`src/logic/sdc_pkg.sv`:
```
`default_nettype none
package sdc_pkg;
    // link frame
    localparam int unsigned FRAME_BITS = 8;
    localparam int unsigned ADDR_BITS  = 3;
    localparam int unsigned DATA_BITS  = 5;
    localparam int unsigned NCH        = 2;
    localparam logic [3:0]  FRAME_CNT  = 4'h8;
    localparam logic [3:0]  CNT_MAX    = 4'hf;

    // register addresses on the link
    localparam logic [2:0] A_RESET  = 3'h0;
    localparam logic [2:0] A_CLOCK  = 3'h1;
    localparam logic [2:0] A_DATA   = 3'h2;
    localparam logic [2:0] A_SUPPLY = 3'h3;

    // field positions: low field bits 1:0, high field bits 3:2
    localparam int unsigned F_LO = 0;
    localparam int unsigned F_HI = 2;

    // reset values
    localparam logic [4:0] RST_RESET  = 5'h00;
    localparam logic [4:0] RST_CLOCK  = 5'h03;
    localparam logic [4:0] RST_DATA   = 5'h00;
    localparam logic [4:0] RST_SUPPLY = 5'h00;

    // synchroniser vector positions
    localparam int unsigned S_SEL  = 0;
    localparam int unsigned S_SCK  = 1;
    localparam int unsigned S_SDA  = 2;
    localparam int unsigned S_HRST = 3;
    localparam int unsigned S_HCLK = 5;
    localparam int unsigned S_HIO  = 7;
    localparam int unsigned S_CIO  = 9;
    localparam int unsigned S_W    = 11;

    // host apb map
    localparam int unsigned APB_AW   = 8;
    localparam logic [7:0]  R_FRAME  = 8'h00;
    localparam logic [7:0]  R_STATUS = 8'h04;
    localparam int unsigned ST_BUSY  = 0;
    localparam int unsigned ST_REFU  = 1;

    // link timing
    localparam int unsigned PCLK_NS  = 50;
    localparam int unsigned HALF_NS  = 200;
    localparam int unsigned HALF_CYC = (HALF_NS + PCLK_NS - 1) / PCLK_NS;

    typedef enum logic [1:0] {
        IO_IDLE   = 2'h0,
        IO_HOST   = 2'h1,
        IO_SETTLE = 2'h3,
        IO_CARD   = 2'h2
    } sdc_io_st_t;

    typedef enum logic [2:0] {
        H_IDLE = 3'h0,
        H_LEAD = 3'h1,
        H_HIGH = 3'h3,
        H_LOW  = 3'h2,
        H_TAIL = 3'h6,
        H_GAP  = 3'h4
    } sdc_host_st_t;

    typedef struct packed {
        logic [S_W-1:0]        s1;
        logic [S_W-1:0]        s2;
        logic                  sck_prev;
        logic                  sel_prev;
        logic [7:0]            shift;
        logic [3:0]            cnt;
        logic [4:0]            rst_reg;
        logic [4:0]            clk_reg;
        logic [4:0]            dat_reg;
        logic [4:0]            sup_reg;
        logic [NCH-1:0]        rst_out;
        logic [NCH-1:0]        clk_out;
        logic [NCH-1:0]        cio_oe_n;
        logic [NCH-1:0]        hio_oe_n;
        sdc_io_st_t [NCH-1:0]  io_st;
    } sdc_dev_state_t;

    typedef struct packed {
        sdc_host_st_t st;
        logic [15:0]  div;
        logic [3:0]   bits;
        logic [7:0]   shift;
        logic [7:0]   frame;
        logic         refused;
        logic         sel_n;
        logic         sck;
        logic         sdat;
        logic         pready;
        logic         pslverr;
        logic [31:0]  prdata;
    } sdc_host_state_t;
endpackage
`default_nettype wire

```
`src/logic/sdc_link_if.sv`:
```
`default_nettype none
interface sdc_link_if;
    logic host_select_n;
    logic serial_clock_in;
    logic serial_data_in;

    modport host (
        output host_select_n,
        output serial_clock_in,
        output serial_data_in
    );
    modport dev (
        input  host_select_n,
        input  serial_clock_in,
        input  serial_data_in
    );
endinterface
`default_nettype wire

```
`src/logic/sdc_dev.sv`:
```
// Notes on behaviour
// - every frame is eight bits, write only
// - host idles clock low, select high
// - select stays low through whole frame
// - first three bits address, five data
// - address decodes reset, clock, data, supply
// - low bit channel one, high channel two
// - supply on, select 0: reset follows host
// - supply on, select 1: reset forced value
// - clock code 01 pass, 11 high, 00 low
// - data disabled: both sides disconnected, pulled high
// - data enabled: sides joined both ways
// - force low bit drives card io low
// - supply off: all card outputs zero
// - supply register: enable and level fields
`default_nettype none
module sdc_dev (
    // clock and reset
    input  wire logic                   pclk,
    input  wire logic                   presetn,
    // serial link
    sdc_link_if.dev                     link,
    // baseband card signals
    input  wire logic [sdc_pkg::NCH-1:0] host_card_reset,
    input  wire logic [sdc_pkg::NCH-1:0] host_card_clock,
    input  wire logic [sdc_pkg::NCH-1:0] host_card_io_i,
    output logic      [sdc_pkg::NCH-1:0] host_card_io_o,
    output logic      [sdc_pkg::NCH-1:0] host_card_io_oe_n,
    // card side
    output logic      [sdc_pkg::NCH-1:0] card_reset_out,
    output logic      [sdc_pkg::NCH-1:0] card_clock_out,
    input  wire logic [sdc_pkg::NCH-1:0] card_io_i,
    output logic      [sdc_pkg::NCH-1:0] card_io_o,
    output logic      [sdc_pkg::NCH-1:0] card_io_oe_n,
    // supply control
    output logic      [sdc_pkg::NCH-1:0] card_supply_enable,
    output logic      [sdc_pkg::NCH-1:0] supply_level_select
);

    sdc_pkg::sdc_dev_state_t q;
    sdc_pkg::sdc_dev_state_t d;

    // one channel bit of a two-bit field
    function automatic logic fbit(input logic [4:0] r, input int unsigned lsb,
                                  input int unsigned ch);
        fbit = r[lsb + ch];
    endfunction

    logic                    sel_n;
    logic                    sck;
    logic                    sda;
    logic                    sck_rise;
    logic [2:0]              waddr;
    logic [4:0]              wdata;
    logic                    en;
    logic                    path;
    logic                    hl;
    logic                    cl;
    logic [1:0]              ccode;

    always_comb begin
        d = q;
        d.s1 = {card_io_i, host_card_io_i, host_card_clock, host_card_reset,
                link.serial_data_in, link.serial_clock_in, link.host_select_n};
        d.s2 = q.s1;
        sel_n = q.s2[sdc_pkg::S_SEL];
        sck   = q.s2[sdc_pkg::S_SCK];
        sda   = q.s2[sdc_pkg::S_SDA];
        d.sck_prev = sck;
        d.sel_prev = sel_n;
        sck_rise = sck & ~q.sck_prev;
        waddr = q.shift[sdc_pkg::FRAME_BITS-1 -: sdc_pkg::ADDR_BITS];
        wdata = q.shift[sdc_pkg::DATA_BITS-1:0];

        // frame assembly
        if (!sel_n && q.sel_prev) begin
            d.cnt = '0;
        end else if (!sel_n && sck_rise) begin
            d.shift = {q.shift[sdc_pkg::FRAME_BITS-2:0], sda};
            if (q.cnt != sdc_pkg::CNT_MAX) begin
                d.cnt = q.cnt + 4'h1;
            end
        end else if (sel_n && !q.sel_prev) begin
            d.cnt = '0;
            if (q.cnt == sdc_pkg::FRAME_CNT) begin
                case (waddr)
                    sdc_pkg::A_RESET:  d.rst_reg = wdata;
                    sdc_pkg::A_CLOCK:  d.clk_reg = wdata;
                    sdc_pkg::A_DATA:   d.dat_reg = wdata;
                    sdc_pkg::A_SUPPLY: d.sup_reg = wdata;
                    default: ;
                endcase
            end
        end

        for (int unsigned ch = 0; ch < sdc_pkg::NCH; ch++) begin
            en   = fbit(q.sup_reg, sdc_pkg::F_HI, ch);
            path = en & fbit(q.dat_reg, sdc_pkg::F_LO, ch)
                 & ~fbit(q.dat_reg, sdc_pkg::F_HI, ch);
            hl   = ~q.s2[sdc_pkg::S_HIO + ch];
            cl   = ~q.s2[sdc_pkg::S_CIO + ch];
            ccode = {fbit(q.clk_reg, sdc_pkg::F_HI, ch),
                     fbit(q.clk_reg, sdc_pkg::F_LO, ch)};

            // reset pin
            if (!en) begin
                d.rst_out[ch] = 1'b0;
            end else if (!fbit(q.rst_reg, sdc_pkg::F_LO, ch)) begin
                d.rst_out[ch] = q.s2[sdc_pkg::S_HRST + ch];
            end else begin
                d.rst_out[ch] = fbit(q.rst_reg, sdc_pkg::F_HI, ch);
            end

            // clock pin
            if (!en) begin
                d.clk_out[ch] = 1'b0;
            end else begin
                case (ccode)
                    2'h1:    d.clk_out[ch] = q.s2[sdc_pkg::S_HCLK + ch];
                    2'h3:    d.clk_out[ch] = 1'b1;
                    default: d.clk_out[ch] = 1'b0;
                endcase
            end

            // data direction tracking: whoever pulls low first owns the path
            case (q.io_st[ch])
                sdc_pkg::IO_IDLE: begin
                    if (path && hl) begin
                        d.io_st[ch] = sdc_pkg::IO_HOST;
                    end else if (path && cl) begin
                        d.io_st[ch] = sdc_pkg::IO_CARD;
                    end
                end
                sdc_pkg::IO_HOST: begin
                    if (!path || !hl) begin
                        d.io_st[ch] = sdc_pkg::IO_SETTLE;
                    end
                end
                sdc_pkg::IO_CARD: begin
                    if (!path || !cl) begin
                        d.io_st[ch] = sdc_pkg::IO_SETTLE;
                    end
                end
                sdc_pkg::IO_SETTLE: begin
                    // wait for the echo of our own drive to clear
                    if (!path || (!hl && !cl)) begin
                        d.io_st[ch] = sdc_pkg::IO_IDLE;
                    end
                end
                default: d.io_st[ch] = sdc_pkg::IO_IDLE;
            endcase

            if (!en) begin
                d.cio_oe_n[ch] = 1'b0;
                d.hio_oe_n[ch] = 1'b1;
            end else if (!fbit(q.dat_reg, sdc_pkg::F_LO, ch)) begin
                d.cio_oe_n[ch] = 1'b1;
                d.hio_oe_n[ch] = 1'b1;
            end else if (fbit(q.dat_reg, sdc_pkg::F_HI, ch)) begin
                d.cio_oe_n[ch] = 1'b0;
                d.hio_oe_n[ch] = 1'b1;
            end else begin
                d.cio_oe_n[ch] = ~(d.io_st[ch] == sdc_pkg::IO_HOST);
                d.hio_oe_n[ch] = ~(d.io_st[ch] == sdc_pkg::IO_CARD);
            end
        end
    end

    always_ff @(posedge pclk or negedge presetn) begin
        if (!presetn) begin
            q          <= '0;
            q.sck_prev <= 1'b0;
            q.sel_prev <= 1'b1;
            q.s1       <= {sdc_pkg::S_W{1'b1}} & ~(11'h2);
            q.s2       <= {sdc_pkg::S_W{1'b1}} & ~(11'h2);
            q.rst_reg  <= sdc_pkg::RST_RESET;
            q.clk_reg  <= sdc_pkg::RST_CLOCK;
            q.dat_reg  <= sdc_pkg::RST_DATA;
            q.sup_reg  <= sdc_pkg::RST_SUPPLY;
            q.cio_oe_n <= '0;
            q.hio_oe_n <= '1;
        end else begin
            q <= d;
        end
    end

    assign card_reset_out      = q.rst_out;
    assign card_clock_out      = q.clk_out;
    assign card_io_oe_n        = q.cio_oe_n;
    assign card_io_o           = q.rst_out & '0;
    assign host_card_io_oe_n   = q.hio_oe_n;
    assign host_card_io_o      = q.clk_out & '0;
    assign card_supply_enable  = q.sup_reg[sdc_pkg::F_HI +: sdc_pkg::NCH];
    assign supply_level_select = q.sup_reg[sdc_pkg::F_LO +: sdc_pkg::NCH];

endmodule
`default_nettype wire

```
`src/flat_wrapper.sv`:
```
// flat-port wrapper written by rule: the top's interface ports become plain ports
module sdc_dev_flat 
  (pclk, presetn, host_card_reset, host_card_clock, host_card_io_i, host_card_io_o, host_card_io_oe_n, card_reset_out, card_clock_out, card_io_i, card_io_o, card_io_oe_n, card_supply_enable, supply_level_select, link_host_select_n, link_serial_clock_in, link_serial_data_in);
  sdc_link_if link_i ();
  input  wire logic pclk;
  input  wire logic presetn;
  input  wire logic [sdc_pkg::NCH-1:0] host_card_reset;
  input  wire logic [sdc_pkg::NCH-1:0] host_card_clock;
  input  wire logic [sdc_pkg::NCH-1:0] host_card_io_i;
  output logic      [sdc_pkg::NCH-1:0] host_card_io_o;
  output logic      [sdc_pkg::NCH-1:0] host_card_io_oe_n;
  output logic      [sdc_pkg::NCH-1:0] card_reset_out;
  output logic      [sdc_pkg::NCH-1:0] card_clock_out;
  input  wire logic [sdc_pkg::NCH-1:0] card_io_i;
  output logic      [sdc_pkg::NCH-1:0] card_io_o;
  output logic      [sdc_pkg::NCH-1:0] card_io_oe_n;
  output logic      [sdc_pkg::NCH-1:0] card_supply_enable;
  output logic      [sdc_pkg::NCH-1:0] supply_level_select;
  input wire logic [$bits(link_i.host_select_n)-1:0] link_host_select_n;
  input wire logic [$bits(link_i.serial_clock_in)-1:0] link_serial_clock_in;
  input wire logic [$bits(link_i.serial_data_in)-1:0] link_serial_data_in;
  assign link_i.host_select_n = link_host_select_n;
  assign link_i.serial_clock_in = link_serial_clock_in;
  assign link_i.serial_data_in = link_serial_data_in;
  sdc_dev u_core (.pclk(pclk), .presetn(presetn), .link(link_i), .host_card_reset(host_card_reset), .host_card_clock(host_card_clock), .host_card_io_i(host_card_io_i), .host_card_io_o(host_card_io_o), .host_card_io_oe_n(host_card_io_oe_n), .card_reset_out(card_reset_out), .card_clock_out(card_clock_out), .card_io_i(card_io_i), .card_io_o(card_io_o), .card_io_oe_n(card_io_oe_n), .card_supply_enable(card_supply_enable), .supply_level_select(supply_level_select));
endmodule
```
`config.mk`:
```
export PLATFORM = sky130hd
export DESIGN_NAME = sdc_dev_flat
export DESIGN_NICKNAME = d
export VERILOG_FILES = /design/src/logic/sdc_pkg.sv /design/src/logic/sdc_link_if.sv /design/src/logic/sdc_dev.sv /design/src/flat_wrapper.sv
export SDC_FILE = /design/constraint.sdc
export NUM_CORES = 1
export LEC_CHECK = 0
export BUFFER_PORTS_ARGS = -buffer_cell sky130_fd_sc_hd__buf_2
export CAP_MARGIN = 15
export CORE_ASPECT_RATIO = 1.1
export CORE_UTILIZATION = 30
export DETAILED_ROUTE_END_ITERATION = 8
export MAX_ROUTING_LAYER = met4
export PLACE_DENSITY = 0.54
export SYNTH_ARGS = -nofsm -noshare
export SYNTH_HDL_FRONTEND = slang
export SYNTH_SLANG_ARGS = --single-unit
export TNS_END_PERCENT = 5
```
`constraint.sdc`:
```
create_clock -name pclk -period 2.2 [get_ports pclk]
set_clock_uncertainty 0.2 [all_clocks]
set_input_delay 0.11 -clock pclk [delete_from_list [all_inputs] [get_ports pclk]]
set_output_delay 0.11 -clock pclk [all_outputs]
set_load 0.01 [all_outputs]
```
# Word level (Yosys, flattened, before mapping)
# Index checks and enable logic that the tools add are counted.
# W data, S select, Z words.
[totals]
output_inout_bits = 16
wordCells = 125
register_bits = 68
in_bits = 13
[op_classes]
muxes = 41
add_sub_neg = 1
reduce_logical = 29
eq_ne = 20
bitwise = 18
[ops]
columns = ["op", "count"]
rows = [
  ["$mux W24", 1],
  ["$mux W2", 10],
  ["$mux W20", 1],
  ["$mux W5", 4],
  ["$reduce_and A5 Y1", 4],
  ["$mux W1", 18],
  ["$eq A2 B2 Y1 const B", 8],
  ["$pmux W2 S4", 2],
  ["$not A1 Y1", 13],
  ["$eq A2 B1 Y1 const B", 6],
  ["$mux W4", 3],
  ["$logic_and A1 B1 Y1", 9],
  ["$eq A3 B2 Y1 const B", 2],
  ["$logic_or A1 B1 Y1", 6],
  ["$and A1 B1 Y1", 5],
  ["$add A4 B1 Y4 const B", 1],
  ["$eq A4 B4 Y1 const B", 1],
  ["$logic_not A1 Y1", 4],
  ["$logic_not A2 Y1", 2],
  ["$ne A4 B4 Y1 const B", 1],
  ["$pmux W1 S2", 2],
  ["$reduce_and A2 Y1", 2],
  ["$eq A3 B1 Y1 const B", 1],
  ["$logic_not A3 Y1", 1],
  ["2 further kinds", 2],
]

# Logic depth before layout (Yosys ltp)
# Gate-level depths: netlist of run 1.
[depth]
depth_word = 11
mapped_depth = 5

# Worst setup path before layout of run 1
# Ideal clock, no wire load.
[synth_path]
path_type = "reg2reg"
startpoint = "reg u_core.q (netlist bit u_core.d[44])"
endpoint = "reg u_core.q[27] (netlist name)"
stages_incl_launch_ff = 5
setup_ns = 0.125
t_required_ns = 1.875
path_slack_ns = 0.324
arrival_time_ns = 1.551
path_cell_list = "dfstp_2 nor4b_2 nand3_1 or3_4 mux2_4"
[synth_between]
elab_chain_len = 4
[synth_rtl]
columns = ["element", "line", "text"]
rows = [
  ["from (decl)", "sdc_dev.sv:40", "sdc_pkg::sdc_dev_state_t q;"],
  ["$logic_not A1 Y1", "sdc_dev.sv:76, sdc_dev.sv:78", ""],
  ["$logic_and A1 B1 Y1, on equally long branches", "sdc_dev.sv:76, sdc_dev.sv:78", ""],
  ["$not A1 Y1 (no source line)", "n/a", ""],
  ["$reduce_and A5 Y1 (no source line) *", "n/a", ""],
]
# Mark *: on every way between the ends. The rest lies on a longest branch, timed or not.
# A chain may end at the register's enable or synchronous reset.

# Worst setup path after layout of run 1
[layout_path]
startpoint = "reg u_core.q (netlist bit u_core.d[44])"
endpoint = "reg u_core.q[28] (netlist name)"
# The elaborated chain is that of the path after synthesis.

==> results of run 1 <==
==> critical path: cells and delay by family, from the launching register on <==
family,cells,cell delay [ps]
flip-flops,1,570
multiplexers,1,310
AND/OR/NAND/NOR,3,800
==> flip-flops by register name, summed over array words and instances, names as in the netlist <==
name and count:
u_core.q 37, u_core.d 13, u_core.card_clock_out 2, u_core.card_io_oe_n 2, u_core.card_reset_out 2, u_core.card_supply_enable 2, u_core.ccode 2, u_core.host_card_io_oe_n 2
u_core.supply_level_select 2
==> synthesized netlist by cell type <==
master                     number  area [um2]
sky130_fd_sc_hd__mux2_4         4        60.1
sky130_fd_sc_hd__nand2b_1       2        12.5
sky130_fd_sc_hd__nand3_1        3        15.0
sky130_fd_sc_hd__and2_1         3        18.8
sky130_fd_sc_hd__nor2_1        11        41.3
sky130_fd_sc_hd__a21o_1         1        7.51
sky130_fd_sc_hd__nor3_2         1        10.0
sky130_fd_sc_hd__and3_1         1        6.26
sky130_fd_sc_hd__mux2i_1        2        20.0
sky130_fd_sc_hd__xor2_1         2        17.5
sky130_fd_sc_hd__clkbuf_1       1        3.75
sky130_fd_sc_hd__conb_1         1        3.75
sky130_fd_sc_hd__a41oi_1        1        8.76
sky130_fd_sc_hd__ha_1           2        25.0
sky130_fd_sc_hd__a21oi_1        6        30.0
sky130_fd_sc_hd__dfstp_2       25         657
sky130_fd_sc_hd__mux2_2        19         214
sky130_fd_sc_hd__o21ai_0       12        60.1
sky130_fd_sc_hd__a32o_1         1        10.0
sky130_fd_sc_hd__nand2_1       11        41.3
sky130_fd_sc_hd__nor2b_1        2        12.5
sky130_fd_sc_hd__nand3b_1       2        15.0
sky130_fd_sc_hd__a31oi_1        2        12.5
sky130_fd_sc_hd__buf_4         16         120
sky130_fd_sc_hd__inv_1          5        18.8
sky130_fd_sc_hd__or3_4          1        11.3
sky130_fd_sc_hd__o211a_1        2        20.0
sky130_fd_sc_hd__nor4b_2        1        15.0
sky130_fd_sc_hd__nand4_1        1        6.26
sky130_fd_sc_hd__dfrtp_1       39         976
sky130_fd_sc_hd__nor3_1         1        5.00
==> routing by layer <==
layer	global-route usage	share of wire	vias up	wire (um)
met3	0.0289	0.031	10	122
met2	0.151	0.48	24	1860
met1	0.139	0.47	716	1810
met5	-	0	-	0
li1	-	-	666	-
met4	0.0744	0.025	0	97
==> report_power, final <==
part	leakage, nW	internal (mW)	switching, mW	total [mW]
clock	0.0834	0.437	0.416	0.853
combinational	0.491	0.0601	0.0503	0.110
sequential	0.794	1.25	0.0643	1.32
==> metrics by stage <==
step,setup slack [ps],instances,utilization,total power [mW],hold slack (ps)
after floorplan,324,184,-,1.37,-386
after global placement,237,301,0.332,1.43,-30.1
after detailed placement,215,301,0.332,1.44,-23.8
after CTS,199,329,0.369,2.33,155
after global routing,96.1,329,0.369,2.39,162
final,201,329,0.369,2.28,132
==> cell families (layout without fill, tap and decap cells) <==
group / count (synthesis) / after routing / share of synthesized area
fa+ha+maj: 2 / 2 / 0.0101
buf+inv: 22 / 59 / 0.0576
other cells: 1 / 4 / 0.00152
compound gates: 25 / 25 / 0.0602
mux: 25 / 25 / 0.119
flops: 64 / 64 / 0.660
xor+xnor: 2 / 2 / 0.00708
simple gates: 40 / 40 / 0.0849
==> cell type report <==
type	count	area, um2
fill	795	5020
sequential	64	1630
multi-input combinational	98	711
timing repair buffer	38	268
clock buffer	13	149
tap	108	135
inverter	5	18.8
clock inverter	3	17.5
==> layout by cell type (no fill, tap or decap) <==
master | Yosys | layout
sky130_fd_sc_hd__buf_2 | 0 | 24
sky130_fd_sc_hd__a21o_1 | 1 | 1
sky130_fd_sc_hd__nor2_1 | 11 | 11
sky130_fd_sc_hd__a21oi_1 | 6 | 6
sky130_fd_sc_hd__clkinv_2 | 0 | 2
sky130_fd_sc_hd__buf_4 | 16 | 1
sky130_fd_sc_hd__o21ai_0 | 12 | 12
sky130_fd_sc_hd__a41oi_1 | 1 | 1
sky130_fd_sc_hd__dlygate4sd3_1 | 0 | 12
sky130_fd_sc_hd__dfstp_2 | 25 | 25
sky130_fd_sc_hd__nand4_1 | 1 | 1
sky130_fd_sc_hd__o211a_1 | 2 | 2
sky130_fd_sc_hd__conb_1 | 1 | 4
sky130_fd_sc_hd__nand3_1 | 3 | 3
sky130_fd_sc_hd__mux2_4 | 4 | 4
sky130_fd_sc_hd__or3_4 | 1 | 1
sky130_fd_sc_hd__nor3_1 | 1 | 1
sky130_fd_sc_hd__mux2i_1 | 2 | 2
sky130_fd_sc_hd__buf_12 | 0 | 1
sky130_fd_sc_hd__dfrtp_1 | 39 | 39
sky130_fd_sc_hd__ha_1 | 2 | 2
sky130_fd_sc_hd__nand3b_1 | 2 | 2
sky130_fd_sc_hd__clkinvlp_4 | 0 | 1
sky130_fd_sc_hd__clkbuf_8 | 0 | 10
sky130_fd_sc_hd__nor2b_1 | 2 | 2
sky130_fd_sc_hd__xor2_1 | 2 | 2
sky130_fd_sc_hd__mux2_2 | 19 | 19
sky130_fd_sc_hd__nor3_2 | 1 | 1
sky130_fd_sc_hd__nand2_1 | 11 | 11
sky130_fd_sc_hd__nor4b_2 | 1 | 1
sky130_fd_sc_hd__and2_1 | 3 | 3
sky130_fd_sc_hd__inv_1 | 5 | 5
sky130_fd_sc_hd__and3_1 | 1 | 1
sky130_fd_sc_hd__nand2b_1 | 2 | 2
sky130_fd_sc_hd__clkbuf_1 | 1 | 3
sky130_fd_sc_hd__a31oi_1 | 2 | 2
sky130_fd_sc_hd__a32o_1 | 1 | 1
==> path summary, 6_finish.rpt <==
kind / slack (ps) / cells past startpoint / startpoint / end
max: 200 / 4 / u_core.d[44] / u_core.q[28]
max reg2reg: 200 / 4 / u_core.d[44] / u_core.q[28]
min: 130 / 2 / presetn / u_core.d[47]
max in group asynchronous: 990 / 3 / presetn / u_core.q[53]
min reg2reg: 150 / 0 / u_core.d[47] / u_core.d[45]
min in group pclk: 150 / 0 / u_core.d[47] / u_core.d[45]
==> impl_results.html, run 1 <==
<table>
<tr><th>Metric</th><th>Value</th></tr>
<tr><th colspan="2">Run status</th></tr>
<tr><td>Result of the run</td><td>complete, no violations</td></tr>
<tr><th colspan="2">CTS</th></tr>
<tr><td>H-tree levels</td><td>3</td></tr>
<tr><td>Bufs on Longest Clock Path</td><td>2</td></tr>
<tr><td>Count of buffers added by post-CTS timing repair for setup</td><td>0</td></tr>
<tr><td>Clock tree root driver cell</td><td>sky130_fd_sc_hd__clkbuf_8</td></tr>
<tr><td>CTS tree</td><td>done</td></tr>
<tr><td>CTS buffer count</td><td>9</td></tr>
<tr><td>Sinks on Clock Net</td><td>64</td></tr>
<tr><td>Clock insertion delay at the later pin of the skew report</td><td>330 ps</td></tr>
<tr><td>CTS hold repair buffers</td><td>12</td></tr>
<tr><td>Clock-pin slew of the registers on the worst-case setup and hold paths</td><td>60 ps</td></tr>
<tr><td>Count of cells resized by post-cts repair</td><td>0</td></tr>
<tr><th colspan="2">Synthesis</th></tr>
<tr><td>Sequential area share after synthesis</td><td>0.660</td></tr>
<tr><td>Flops &amp; latches, synth</td><td>64</td></tr>
<tr><td>Post-Synthesis Cell Area</td><td>2470 um2</td></tr>
<tr><td>Number of distinct library cells after synthesis</td><td>31</td></tr>
<tr><td>Count of mapped cells out of synthesis</td><td>181</td></tr>
<tr><td>Synth warnings</td><td>0</td></tr>
<tr><td>Avg Synthesized Cell Area</td><td>13.7 um2</td></tr>
<tr><th colspan="2">Timing</th></tr>
<tr><td>Final critical-path share of the clock period</td><td>0.909</td></tr>
<tr><td>Pin slew with the least headroom to its limit</td><td>628 ps</td></tr>
<tr><td>Setup total negative slack</td><td>0 ps</td></tr>
<tr><td>Number of hold-slack violations in the final timing report</td><td>0</td></tr>
<tr><td>Remaining max-slew budget at the tightest pin</td><td>0.582</td></tr>
<tr><td>Final setup violating endpoints</td><td>0</td></tr>
<tr><td>Highest attainable clock frequency</td><td>500 MHz</td></tr>
<tr><td>Setup repair after global routing missed its margin</td><td>no</td></tr>
<tr><td>Minimum clock period</td><td>2000 ps</td></tr>
<tr><td>Count of pins over their slew limit</td><td>0</td></tr>
<tr><th colspan="2">Critical path</th></tr>
<tr><td>Cells along the critical path</td><td>nor4b_2, nand3_1, or3_4, mux2_4</td></tr>
<tr><td>Data arrival time of the worst path</td><td>2010 ps</td></tr>
<tr><td>Required arrival time at the worst endpoint</td><td>2210 ps</td></tr>
<tr><td>Biggest cell delay along the critical path</td><td>570 ps</td></tr>
<tr><td>Cell with the biggest individual delay on the critical path</td><td>sky130_fd_sc_hd__dfstp_2</td></tr>
<tr><td>Crit Path Category</td><td>flop to flop</td></tr>
<tr><td>CP Capture Type</td><td>flop</td></tr>
<tr><td>Type of origin of the critical path</td><td>flop</td></tr>
<tr><td>Max Fanout on Critical Path</td><td>5</td></tr>
<tr><th colspan="2">Routing</th></tr>
<tr><td>Number of vias in the routed layout</td><td>1416</td></tr>
<tr><td>Remaining number of nets flagged by the antenna check after routing</td><td>0</td></tr>
<tr><td>Number of iterations in the first detailed-routing pass</td><td>4</td></tr>
<tr><td>Vias per cell</td><td>4.30</td></tr>
<tr><td>Post-detailed-route wirelength per cell</td><td>11.8 um</td></tr>
<tr><td>Number of DRC markers in iteration 0</td><td>61</td></tr>
<tr><td>DRC</td><td>0</td></tr>
<tr><td>Wirelength, routed</td><td>3890 um</td></tr>
<tr><th colspan="2">Floorplan</th></tr>
<tr><td>Area enclosed by the die boundary</td><td>8620 um2</td></tr>
<tr><td>Vertical die dimension</td><td>97.3 um</td></tr>
<tr><td>Floorplan Core Area</td><td>7960 um2</td></tr>
<tr><td>Effective utilization at floorplan</td><td>0.311</td></tr>
<tr><td>Die extent in x</td><td>88.6 um</td></tr>
<tr><td>Core Rows</td><td>34</td></tr>
<tr><td>I/O Pins</td><td>29</td></tr>
<tr><th colspan="2">Placed design</th></tr>
<tr><td>Placed cell area</td><td>2650 um2</td></tr>
<tr><td>Placed wire-length estimate</td><td>2660 um</td></tr>
<tr><td>Port buffer count</td><td>24</td></tr>
<tr><td>Routability Congestion</td><td>0.755</td></tr>
<tr><th colspan="2">Finish</th></tr>
<tr><td>Antenna diode instance count</td><td>0</td></tr>
<tr><td>Share of post-route cells with drive strength above 1</td><td>0.407</td></tr>
<tr><td>Non-Filler Cell Area, Final</td><td>2930 um2</td></tr>
<tr><td>Final net count</td><td>231</td></tr>
<tr><td>Area growth syn-to-layout</td><td>18.5%</td></tr>
<tr><th colspan="2">Global routing</th></tr>
<tr><td>Global Route Usage Sum</td><td>0.110</td></tr>
<tr><td>Remaining global-route overflow</td><td>0</td></tr>
<tr><td>Vias in the first global route</td><td>1440</td></tr>
<tr><td>Maximum number of pins on one net before global-route repair</td><td>38</td></tr>
<tr><td>First-pass GRT wire length</td><td>6820 um</td></tr>
<tr><td>Initial antenna violation count</td><td>0</td></tr>
<tr><th colspan="2">Min path</th></tr>
<tr><td>Class of the worst hold path</td><td>primary input to asynchronous set/reset pin</td></tr>
<tr><th colspan="2">Pwr</th></tr>
<tr><td>Worst vdd rail ir drop</td><td>0.000263 V</td></tr>
<tr><td>Power density over the cells</td><td>777 nW/um2</td></tr>
<tr><td>Leakage Power</td><td>1.37 nW</td></tr>
<tr><th colspan="2">Flow run</th></tr>
<tr><td>Max-cap violations</td><td>0</td></tr>
</table>
Power figures use the tool's default switching activity.
==> run 2, diff against run 1 <==
==> constraint.sdc (replaced) <==
create_clock -name pclk -period 2.2 [get_ports pclk]
set_clock_uncertainty 0.2 [all_clocks]
set_input_delay 0.33 -clock pclk [delete_from_list [all_inputs] [get_ports pclk]]
set_output_delay 0.33 -clock pclk [all_outputs]
set_load 0.01 [all_outputs]
==> run 2 against run 1 <==
  * Clock power rose by 34%
  * Setup slack improved by 5.4 ps
  * Final area rose by 2.2%
  * Core utilization rose by 0.82 points
  * Largest power group unchanged
==> impl_results.html, run 2 (synthesis results as in run 1) <==
<table>
<tr><th>Metric</th><th>Value</th></tr>
<tr><th colspan="2">Critical path</th></tr>
<tr><td>Type of origin of the critical path</td><td>flop</td></tr>
<tr><td>Number of buffer and inverter instances along the worst setup path</td><td>0</td></tr>
<tr><td>Cells along the critical path</td><td>nor4b_2, nand4_1, nor2_1, mux2_2</td></tr>
<tr><td>Max Fanout on Critical Path</td><td>5</td></tr>
<tr><td>Biggest cell delay along the critical path</td><td>560 ps</td></tr>
<tr><td>Dominant delay contributor by cell family on the critical path</td><td>simple AND/OR/NAND/NOR gates</td></tr>
<tr><td>Data arrival time of the worst path</td><td>2010 ps</td></tr>
<tr><td>Crit Path Category</td><td>flop to flop</td></tr>
<tr><td>CP Capture Type</td><td>flop</td></tr>
<tr><td>Required arrival time at the worst endpoint</td><td>2220 ps</td></tr>
<tr><td>Cell with the biggest individual delay on the critical path</td><td>sky130_fd_sc_hd__dfstp_2</td></tr>
<tr><th colspan="2">Timing</th></tr>
<tr><td>Minimum clock period</td><td>1990 ps</td></tr>
<tr><td>Final setup violating endpoints</td><td>0</td></tr>
<tr><td>Number of hold-slack violations in the final timing report</td><td>0</td></tr>
<tr><td>Count of pins over their slew limit</td><td>0</td></tr>
<tr><td>Final critical-path share of the clock period</td><td>0.906</td></tr>
<tr><td>Worst slack on hold paths</td><td>153 ps</td></tr>
<tr><td>Highest attainable clock frequency</td><td>502 MHz</td></tr>
<tr><td>Setup total negative slack</td><td>0 ps</td></tr>
<tr><td>Crit path setup slack, layout</td><td>206 ps</td></tr>
<tr><td>Setup repair after global routing missed its margin</td><td>no</td></tr>
<tr><th colspan="2">CTS</th></tr>
<tr><td>Count of buffers added by post-CTS timing repair for setup</td><td>0</td></tr>
<tr><td>Sinks on Clock Net</td><td>64</td></tr>
<tr><td>Clock insertion delay at the later pin of the skew report</td><td>340 ps</td></tr>
<tr><td>Clock-pin slew of the registers on the worst-case setup and hold paths</td><td>70 ps</td></tr>
<tr><td>CTS tree</td><td>done</td></tr>
<tr><td>H-tree levels</td><td>3</td></tr>
<tr><td>CTS buffer count</td><td>9</td></tr>
<tr><td>Clock tree root driver cell</td><td>sky130_fd_sc_hd__clkbuf_8</td></tr>
<tr><td>Bufs on Longest Clock Path</td><td>2</td></tr>
<tr><th colspan="2">Finish</th></tr>
<tr><td>Top register by number of flip-flops</td><td>u_core.q</td></tr>
<tr><td>Share of post-route cells with drive strength above 1</td><td>0.425</td></tr>
<tr><td>Post-route non-filler standard cell count</td><td>329</td></tr>
<tr><td>Core occupancy in the finished layout</td><td>0.377</td></tr>
<tr><td>Antenna diode instance count</td><td>0</td></tr>
<tr><td>Top library cells by usage in the layout, fill and taps aside</td><td>sky130_fd_sc_hd__dfrtp_1 (39), sky130_fd_sc_hd__dfstp_2 (25), sky130_fd_sc_hd__buf_2 (24), sky130_fd_sc_hd__mux2_2 (19)</td></tr>
<tr><td>Layout fillers</td><td>789</td></tr>
<tr><td>Area growth syn-to-layout</td><td>21.1%</td></tr>
<tr><td>Number of flip-flops under the largest register name</td><td>37</td></tr>
<tr><td>Final net count</td><td>231</td></tr>
<tr><td>Non-Filler Cell Area, Final</td><td>3000 um2</td></tr>
<tr><td>Most common library cell in the layout ignoring fill and taps</td><td>sky130_fd_sc_hd__dfrtp_1</td></tr>
<tr><th colspan="2">Placed design</th></tr>
<tr><td>Post-placement worst setup slack</td><td>180 ps</td></tr>
<tr><td>Port buffer count</td><td>24</td></tr>
<tr><td>Placed cell area</td><td>2650 um2</td></tr>
<tr><td>Routability Congestion</td><td>0.748</td></tr>
<tr><td>Placed wire-length estimate</td><td>2550 um</td></tr>
<tr><td>Cell total after placement</td><td>301</td></tr>
<tr><th colspan="2">Global routing</th></tr>
<tr><td>First-pass GRT wire length</td><td>7040 um</td></tr>
<tr><td>Remaining global-route overflow</td><td>0</td></tr>
<tr><td>Global Route Usage Sum</td><td>0.114</td></tr>
<tr><td>Vias in the first global route</td><td>1526</td></tr>
<tr><td>Maximum number of pins on one net before global-route repair</td><td>65</td></tr>
<tr><td>Initial antenna violation count</td><td>0</td></tr>
<tr><th colspan="2">Routing</th></tr>
<tr><td>Number of DRC markers in iteration 0</td><td>46</td></tr>
<tr><td>Vias per cell</td><td>4.26</td></tr>
<tr><td>Number of iterations in the first detailed-routing pass</td><td>4</td></tr>
<tr><td>Number of vias in the routed layout</td><td>1401</td></tr>
<tr><td>Remaining number of nets flagged by the antenna check after routing</td><td>0</td></tr>
<tr><td>Wirelength, routed</td><td>3960 um</td></tr>
<tr><td>DRC</td><td>0</td></tr>
<tr><td>Post-detailed-route wirelength per cell</td><td>12.0 um</td></tr>
<tr><th colspan="2">Run status</th></tr>
<tr><td>Result of the run</td><td>complete, no violations</td></tr>
<tr><th colspan="2">Pwr</th></tr>
<tr><td>Cell Int Power</td><td>1.98 mW</td></tr>
<tr><td>Switching part of the total</td><td>0.228</td></tr>
<tr><td>Logic gate share of total power</td><td>0.044</td></tr>
<tr><td>Leakage Power</td><td>1.39 nW</td></tr>
<tr><td>Share of power burned in registers</td><td>0.512</td></tr>
<tr><td>Net switching power</td><td>585 uW</td></tr>
<tr><td>Power density over the cells</td><td>857 nW/um2</td></tr>
<tr><td>Clock network power share</td><td>0.444</td></tr>
<tr><td>Tot Pwr</td><td>2.57 mW</td></tr>
<tr><td>Worst vdd rail ir drop</td><td>0.000305 V</td></tr>
<tr><th colspan="2">Floorplan</th></tr>
<tr><td>Effective utilization at floorplan</td><td>0.311</td></tr>
<tr><td>Core Rows</td><td>34</td></tr>
<tr><td>Die extent in x</td><td>88.6 um</td></tr>
<tr><td>Vertical die dimension</td><td>97.3 um</td></tr>
<tr><td>I/O Pins</td><td>29</td></tr>
<tr><td>Floorplan Core Area</td><td>7960 um2</td></tr>
<tr><td>Area enclosed by the die boundary</td><td>8620 um2</td></tr>
<tr><th colspan="2">Flow run</th></tr>
<tr><td>Max-cap violations</td><td>0</td></tr>
<tr><th colspan="2">Min path</th></tr>
<tr><td>Class of the worst hold path</td><td>flop to flop</td></tr>
</table>
[run 2: cell types whose count changed in the layout (fill, tap and decap cells not counted)]
cell	previous run	this run
sky130_fd_sc_hd__inv_6	0	1
sky130_fd_sc_hd__clkbuf_1	3	0
sky130_fd_sc_hd__nor2_1	11	10
sky130_fd_sc_hd__clkinv_2	2	0
sky130_fd_sc_hd__clkinvlp_4	1	3
sky130_fd_sc_hd__bufinv_16	0	2
sky130_fd_sc_hd__nor2_2	0	1
[run 2: worst paths after layout]
path                       slack (ps)                          end  cells after the start    startpoint
max                               210                 u_core.q[18]                      4  u_core.d[44]
min                               150                 u_core.d[44]                      0  u_core.d[46]
max reg2reg                       210                 u_core.q[18]                      4  u_core.d[44]
min reg2reg                       150                 u_core.d[44]                      0  u_core.d[46]
max in group asynchronous        1140  u_core.host_card_io_oe_n[0]                      3       presetn
min in group asynchronous         330                 u_core.q[42]                      3       presetn
[run 2: routing by layer]
metal | wire (um) | share of wire | GRT usage
met5 | 0 | 0 | -
met4 | 110 | 0.028 | 0.0670
met2 | 1960 | 0.50 | 0.171
met1 | 1750 | 0.44 | 0.132
met3 | 132 | 0.033 | 0.0340
[run 2: power groups by stage]
stage	registers, mW	clock network, mW	logic [mW]
final	1.32	1.14	0.112
after global routing	1.32	1.23	0.128
after CTS	1.32	1.18	0.115
after detailed placement	1.34	0	0.0994
after global placement	1.34	0	0.0967
after floorplan	1.31	0	0.0581
[run 2: area by class of cell]
class / count / area (um2) / share of cell area
inverters: 5 / 18.8 / 0.00626
flip-flops and latches: 64 / 1630 / 0.545
clock inverters: 6 / 91.3 / 0.0305
repair buffers: 38 / 268 / 0.0894
multi-input cells: 98 / 713 / 0.238
clock buffers: 10 / 138 / 0.0459
well taps: 108 / 135 / 0.0451
[run 2: what timing repair did]
action,in CTS,in global routing
hold buffers,12,0
endpoints found under the setup margin,0,4
resized for setup,0,1
endpoints found under the hold margin,50,0
